**src/design/icir_params.svh**
```systemverilog
// offsets, field positions, reset values and the summary of operation
//
// Summary of operation
// RULE1: tx context completing output-last descriptor with irq bits raises its event
// RULE2: rx context completing any input descriptor with irq bits raises its event
// RULE3: event bits set on rising edge of context interrupt, then stay set
// RULE4: write to event set address sets every bit written as one
// RULE5: event bits cleared only by writing one at clear address
// RULE6: bits 31:8 of all event and mask registers read as zero
// RULE7: tx event bit n shows tx context n caused summary interrupt
// RULE8: rx event bit n shows rx context n caused summary interrupt
// RULE9: tx events drive main event bit 6; software then reads tx events
// RULE10: rx events drive main event bit 7; software then reads rx events
// RULE11: mask read at set or clear address returns mask contents
// RULE12: tx mask enables tx summary per context, aligned to event bits
// RULE13: rx mask enables rx summary per context, aligned to event bits
// RULE14: tx event set at 90h, clear at 94h
// RULE15: read at tx event clear address returns event anded with mask
// RULE16: tx mask set at 98h, clear at 9Ch
// RULE17: rx event set at A0h, clear at A4h, resets to zero
// RULE18: rx mask set at A8h, clear at ACh
// RULE19: summary bit is live or over contexts of event and mask
// RULE20: external interrupt only while global gate bit is set
// RULE21: zero data bits leave event and mask bits unchanged
// RULE22: hardware set beats software clear in the same cycle
`ifndef ICIR_PARAMS_SVH
`define ICIR_PARAMS_SVH

`define ICIR_TX_EVENT_SET   8'h90
`define ICIR_TX_EVENT_CLEAR 8'h94
`define ICIR_TX_ENABLE_SET  8'h98
`define ICIR_TX_ENABLE_CLR  8'h9C
`define ICIR_RX_EVENT_SET   8'hA0
`define ICIR_RX_EVENT_CLEAR 8'hA4
`define ICIR_RX_ENABLE_SET  8'hA8
`define ICIR_RX_ENABLE_CLR  8'hAC
`define ICIR_TX_SUMMARY_BIT 6
`define ICIR_RX_SUMMARY_BIT 7
`define ICIR_CTX_RESET      8'h00

`endif

```
**src/design/icir_pkg.sv**
```systemverilog
// types shared by the isochronous context interrupt registers
package icir_pkg;

    typedef logic [7:0] icir_ctx_type;

    typedef struct packed {
        icir_ctx_type tx_event_value;
        icir_ctx_type tx_enable_value;
        icir_ctx_type rx_event_value;
        icir_ctx_type rx_enable_value;
        icir_ctx_type tx_done_prev;
        icir_ctx_type rx_done_prev;
        logic [31:0]  rd_data;
    } icir_state_type;

endpackage

```
**src/design/icir_regs.sv**
```systemverilog
// isochronous transmit and receive context interrupt event and mask registers
`timescale 1ns/10ps
`include "icir_params.svh"

module icir_regs #(
    parameter int CTX = 8
) (
    // clock and reset
    input  wire logic        clk,
    input  wire logic        rst_n,
    // register port
    input  wire logic [7:0]  addr,
    input  wire logic [31:0] wr_data,
    input  wire logic        wr_en,
    input  wire logic        rd_en,
    output logic      [31:0] rd_data,
    // context completion signals from the dma engines
    input  wire logic [7:0]  tx_ctx_done,
    input  wire logic [7:0]  rx_ctx_done,
    // global gate from the main mask register
    input  wire logic        global_irq_gate,
    // summary and external interrupt
    output logic             tx_summary_interrupt,
    output logic             rx_summary_interrupt,
    output logic [31:0]      main_event_bits,
    output logic             irq_out
);

    // ========================================================
    // state and next state
    // ========================================================
    icir_pkg::icir_state_type state;
    icir_pkg::icir_state_type next_state;

    // one bit per context: edge set wins over a clear write
    function automatic icir_pkg::icir_ctx_type upd_event(
        input icir_pkg::icir_ctx_type cur,
        input icir_pkg::icir_ctx_type edge_set,
        input icir_pkg::icir_ctx_type sw_set,
        input icir_pkg::icir_ctx_type sw_clr
    );
        upd_event = (cur & ~sw_clr) | sw_set | edge_set; // [RULE22] [RULE21]
    endfunction

    // widen a context byte to a bus word, upper bits zero
    function automatic logic [31:0] widen(input icir_pkg::icir_ctx_type v);
        widen = {24'h000000, v}; // [RULE6]
    endfunction

    logic [7:0] tx_edge;
    logic [7:0] rx_edge;
    logic [7:0] wr_byte;

    // ========================================================
    // next state logic
    // ========================================================
    always_comb begin
        next_state = state;
        wr_byte = wr_data[7:0];
        // only the rising edge sets, a held level does not re-set
        tx_edge = tx_ctx_done & ~state.tx_done_prev; // [RULE3] [RULE1]
        rx_edge = rx_ctx_done & ~state.rx_done_prev; // [RULE3] [RULE2]
        next_state.tx_done_prev = tx_ctx_done;
        next_state.rx_done_prev = rx_ctx_done;
        // hardware never clears; only a clear-address write does [RULE5]
        next_state.tx_event_value = upd_event(state.tx_event_value, tx_edge,
            (wr_en && addr == `ICIR_TX_EVENT_SET)   ? wr_byte : 8'h00,
            (wr_en && addr == `ICIR_TX_EVENT_CLEAR) ? wr_byte : 8'h00);
        next_state.rx_event_value = upd_event(state.rx_event_value, rx_edge,
            (wr_en && addr == `ICIR_RX_EVENT_SET)   ? wr_byte : 8'h00,
            (wr_en && addr == `ICIR_RX_EVENT_CLEAR) ? wr_byte : 8'h00);
        // write-one-to-set and write-one-to-clear on the masks
        if (wr_en && addr == `ICIR_TX_ENABLE_SET) begin // [RULE16] [RULE4]
            next_state.tx_enable_value = state.tx_enable_value | wr_byte;
        end else if (wr_en && addr == `ICIR_TX_ENABLE_CLR) begin // [RULE16]
            next_state.tx_enable_value = state.tx_enable_value & ~wr_byte;
        end else if (wr_en && addr == `ICIR_RX_ENABLE_SET) begin // [RULE18]
            next_state.rx_enable_value = state.rx_enable_value | wr_byte;
        end else if (wr_en && addr == `ICIR_RX_ENABLE_CLR) begin // [RULE18]
            next_state.rx_enable_value = state.rx_enable_value & ~wr_byte;
        end
        // read decode; unmapped offsets read as zero
        next_state.rd_data = 32'h00000000;
        if (!rd_en) begin
            next_state.rd_data = 32'h00000000;
        end else if (addr == `ICIR_TX_EVENT_SET) begin // [RULE14] [RULE7]
            next_state.rd_data = widen(state.tx_event_value);
        end else if (addr == `ICIR_TX_EVENT_CLEAR) begin // [RULE15]
            next_state.rd_data = widen(state.tx_event_value
                                       & state.tx_enable_value);
        end else if (addr == `ICIR_TX_ENABLE_SET ||
                     addr == `ICIR_TX_ENABLE_CLR) begin // [RULE11]
            next_state.rd_data = widen(state.tx_enable_value);
        end else if (addr == `ICIR_RX_EVENT_SET ||
                     addr == `ICIR_RX_EVENT_CLEAR) begin // [RULE17] [RULE8]
            next_state.rd_data = widen(state.rx_event_value);
        end else if (addr == `ICIR_RX_ENABLE_SET ||
                     addr == `ICIR_RX_ENABLE_CLR) begin // [RULE11]
            next_state.rd_data = widen(state.rx_enable_value);
        end
    end

    // ========================================================
    // state register
    // ========================================================
    always_ff @(posedge clk or negedge rst_n) begin
        if (!rst_n) begin
            // masks reset to zero too, so nothing fires before setup
            state.tx_event_value  <= `ICIR_CTX_RESET;
            state.tx_enable_value <= `ICIR_CTX_RESET;
            state.rx_event_value  <= `ICIR_CTX_RESET; // [RULE17]
            state.rx_enable_value <= `ICIR_CTX_RESET;
            state.tx_done_prev    <= `ICIR_CTX_RESET;
            state.rx_done_prev    <= `ICIR_CTX_RESET;
            state.rd_data         <= 32'h00000000;
        end else begin
            state <= next_state;
        end
    end

    // ========================================================
    // summary outputs, live and unlatched
    // ========================================================
    assign rd_data = state.rd_data;
    assign tx_summary_interrupt =
        |(state.tx_event_value & state.tx_enable_value); // [RULE19] [RULE12]
    assign rx_summary_interrupt =
        |(state.rx_event_value & state.rx_enable_value); // [RULE19] [RULE13]
    // main event bit positions for the summaries
    always_comb begin
        main_event_bits = 32'h00000000;
        main_event_bits[`ICIR_TX_SUMMARY_BIT] = tx_summary_interrupt; // [RULE9]
        main_event_bits[`ICIR_RX_SUMMARY_BIT] = rx_summary_interrupt; // [RULE10]
    end
    // gate blocks irq_out regardless of context masks; summaries and main_event_bits stay ungated
    assign irq_out = global_irq_gate &&
        (tx_summary_interrupt || rx_summary_interrupt); // [RULE20]

    // ========================================================
    // assertions
    // ========================================================
    AST_TX_EDGE_SETS: assert property (@(posedge clk) disable iff (!rst_n) // [RULE3]
        (tx_ctx_done[0] && !state.tx_done_prev[0]) |=> state.tx_event_value[0])
        else $error("tx edge did not set event");
    AST_RX_EDGE_SETS: assert property (@(posedge clk) disable iff (!rst_n) // [RULE2]
        (rx_ctx_done[3] && !state.rx_done_prev[3]) |=> state.rx_event_value[3])
        else $error("rx edge did not set event");
    AST_STICKY: assert property (@(posedge clk) disable iff (!rst_n) // [RULE5]
        (state.tx_event_value[2] &&
         !(wr_en && addr == `ICIR_TX_EVENT_CLEAR && wr_data[2]))
        |=> state.tx_event_value[2])
        else $error("tx event cleared without clear write");
    AST_SET_WRITE: assert property (@(posedge clk) disable iff (!rst_n) // [RULE4]
        (wr_en && addr == `ICIR_RX_EVENT_SET && wr_data[5])
        |=> state.rx_event_value[5])
        else $error("set write failed");
    AST_SET_WINS: assert property (@(posedge clk) disable iff (!rst_n) // [RULE22]
        (rx_edge[1] && wr_en && addr == `ICIR_RX_EVENT_CLEAR)
        |=> state.rx_event_value[1])
        else $error("clear beat hardware set");
    AST_MASK_READ: assert property (@(posedge clk) disable iff (!rst_n) // [RULE11]
        (rd_en && addr == `ICIR_RX_ENABLE_CLR && !wr_en)
        |=> rd_data == {24'h000000, $past(state.rx_enable_value)})
        else $error("mask read mismatch");
    AST_RESERVED: assert property (@(posedge clk) disable iff (!rst_n) // [RULE6]
        rd_data[31:8] == 24'h000000)
        else $error("reserved bits nonzero");
    AST_SUMMARY: assert property (@(posedge clk) disable iff (!rst_n) // [RULE19]
        (state.tx_event_value[4] && state.tx_enable_value[4])
        |-> main_event_bits[6])
        else $error("tx summary missing");
    AST_GATE: assert property (@(posedge clk) disable iff (!rst_n) // [RULE20]
        !global_irq_gate |-> !irq_out)
        else $error("irq without gate");

endmodule

```
**config.mk**
```make
export PLATFORM = sky130hd
export DESIGN_NAME = icir_regs
export DESIGN_NICKNAME = d
export VERILOG_FILES = /design/src/design/icir_pkg.sv /design/src/design/icir_regs.sv
export VERILOG_INCLUDE_DIRS = /design/src /design/src/design
export SDC_FILE = /design/constraint.sdc
export NUM_CORES = 1
export LEC_CHECK = 0
export ABC_CLOCK_PERIOD_IN_PS = 1670
export BUFFER_PORTS_ARGS = -buffer_cell sky130_fd_sc_hd__buf_4
export CAP_MARGIN = 0
export CELL_PAD_IN_SITES_DETAIL_PLACEMENT = 0
export CELL_PAD_IN_SITES_GLOBAL_PLACEMENT = 1
export CORE_UTILIZATION = 38
export DETAILED_ROUTE_END_ITERATION = 12
export HOLD_SLACK_MARGIN = 0.15
export PLACE_DENSITY_LB_ADDON = 0.12
export RECOVER_POWER = 50
export REMOVE_ABC_BUFFERS = 1
export SYNTH_ARGS = -nofsm -noshare
export SYNTH_HDL_FRONTEND = slang
export SYNTH_SLANG_ARGS = --single-unit
```
**constraint.sdc**
```tcl
create_clock -name clk -period 1.67 [get_ports clk]
set_input_delay 0.334 -clock clk [delete_from_list [all_inputs] [get_ports clk]]
set_output_delay 0.334 -clock clk [all_outputs]
set_load 0.01 [all_outputs]
```
==> results_dict.tcl <==
set metrics [dict create \
    status "finished with violations" \
    violations "setup timing" \
    period_share_pct 109 \
    fin_cells 493 \
    hpwl_um 5080 \
    synth_seq_cells 56 \
    crit_chain "a22oi_2, nand4_1, o21a_1, buf_6" \
    remaining_drc_errors 0 \
    cts-root-buf "clkbuf_8" \
    cts_tree "yes" \
    max_stage_delay_ns 0.40 \
    cp_slowest_cell "dfrtp_1" \
    rows 32 \
    antenna_found_initial 0 \
    die-area_um2 8390 \
    period_minus_slack_ns 1.82 \
    placed_cells 453 \
    slew_headroom_pct 55.8 \
    die_y_um 91.6 \
    dr.first_iter.drc_count 62 \
    ys_seq_area_share_pct 45.9 \
    core-area_um2 7730 \
    worstSetupStartpointType "register" \
    port_buffers 49 \
    setup_slack_ns -0.149 \
    start_util_pct 39.5 \
    avgViaCountPerCell 4.69 \
    clock_latency_ns 0.31 \
    wl_per_cell_um 14.5 \
    grt_pass1_vias 2250 \
    drive_above_1_share_pct 29.9 \
    cp_max_fo 2 \
    crit_type "register to output port" \
    grt_pass1_wl_um 11400 \
    grt_usage_pct 17.8 \
    crit_arrival_ns 1.49 \
    ios 128 \
    dr.pass1.iters 4 \
    gp_congestion 0.784 \
    power_density_nw_per_um2 643 \
    clock-sinks 56 \
    areaGrowthSynthToFinish_pct 27.3 \
    skew_ns 0.00628 \
    rsz0062_at_grt "yes" \
    synth-warning-count 0 \
    syn_area_per_cell_um2 10.4 \
    hold_path_class "input pin to register" \
    nets 452 \
    total_power_uw 2500 \
    register_area_um2 1400 \
    leakagePower_uw 0.00193 \
    final_cell_mix "buf_4 (66), dfrtp_1 (56), conb_1 (54)" \
    h-tree-depth 2 \
    syn_inst 294 \
    crit_family "compound AO/OA/AOI/OAI gates" \
    fmax_ghz 0.550 \
    fin_hold_ws_ns 0.299 \
    wl_um 7150 \
    worstMarginPinSlew_ns 0.663 \
    synth_area_um2 3050 \
    worst-path-buf-inv 1 \
    required_ns 1.34 \
    synth_cell_types 38 \
    final_hold_viol_count 0 \
    clk_path_buf_depth 2 \
    grt_max_degree 33 \
    ys_async_sr_fraction_pct 100 \
    numCtsBuffers 5 \
    globalRoute.totalOverflow 0 \
    fill_cells 732 \
    vias 2313 \
    crit_path_end_kind "output port" \
    antennaDiodeCount 0 \
    multi_input_area_um2 1300 \
    maxSlewViolCount 0 \
    die_x_um 91.6 \
    ir_drop_uv 356 \
    setup_viol 10 \
    yosys_most_used_dff "dfrtp_1" \
    maxCapViolCount 0 \
    synth-edff-count 0 \
    final_common_cell "buf_4" \
    cts.reportedPaths.clkPinSlew_ns 0.09 \
    ant_nets 0 \
]
-- report_power, final --
group,internal [uW],switching (uW)
Clock,287,430
Combinational,166,195
Sequential,1400,23.2
-- synthesized netlist by cell type, drive strengths merged, types with 2 or more instances --
library cell | instances | area (um^2)
a221o | 16 | 160
a22oi | 9 | 67.6
and2 | 6 | 37.5
and4 | 2 | 17.5
buf | 66 | 495
clkbuf | 7 | 27.5
dfrtp | 56 | 1400
inv | 17 | 63.8
mux2i | 22 | 220
nand2 | 36 | 135
nand2b | 2 | 12.5
nand4 | 2 | 12.5
nor2 | 5 | 35.0
nor2b | 17 | 106
o22ai | 12 | 75.1
-- path summary, 6_finish.rpt --
check	from	endpoint	slack [ns]	depth (start not counted)
max in group asynchronous	rst_n	state[63]	0.23	3
max	state[78]	irq_out	-0.15	4
min	rd_en	rd_data[0]	0.30	2
min reg2reg	register	register	0.56	2
max reg2reg	state[57]	rd_data[1]	0.23	6
min in group asynchronous	rst_n	state[33]	0.59	2
-- what timing repair did --
item,in CTS,in global routing
gates resized for setup,14,6
endpoints found under the hold margin,40,0
gates cloned,0,0
setup buffers,11,5
hold buffers,17,0
pin swaps,12,6
endpoints found under the setup margin,13,15
-- per-layer routing --
layer | track usage, % | vias up | wire length (um)
met3 | 2.93 | 8 | 443
met4 | 4.37 | 0 | 83
li1 | - | 1092 | -
met2 | 29.4 | 103 | 3280
met1 | 24.4 | 1110 | 3350
met5 | 0 | - | 0
-- stage by stage --
stage | instance area (um^2) | setup WS [ns] | utilization, % | setup TNS (ns)
global route | 3880 | -0.208 | 50.2 | -1.19
CTS | 3850 | -0.145 | 49.8 | -0.462
global placement | 3460 | -0.313 | 44.7 | -6.41
floorplan | 2730 | -0.139 | - | -2.12
detailed placement | 3460 | -0.338 | 44.7 | -6.70
finish | 3880 | -0.149 | 50.2 | -0.507
-- area by class of cell --
class | count | area share [%]
Tap cell | 102 | 3.29
Clock inverter | 1 | 0.129
Timing Repair Buffer | 110 | 23.4
Sequential cell | 56 | 36.1
Inverter | 17 | 1.64
Multi-Input combinational cell | 201 | 33.6
Clock buffer | 6 | 1.87
-- cells by family after synthesis --
group / synth area share (%)
buffers and inverters: 19.2
DFF: 45.9
AOI/OAI and AO/OA: 11.9
other: 0.123
muxes: 7.59
and+or+nand+nor: 15.2
Power figures use the tool's default switching activity.
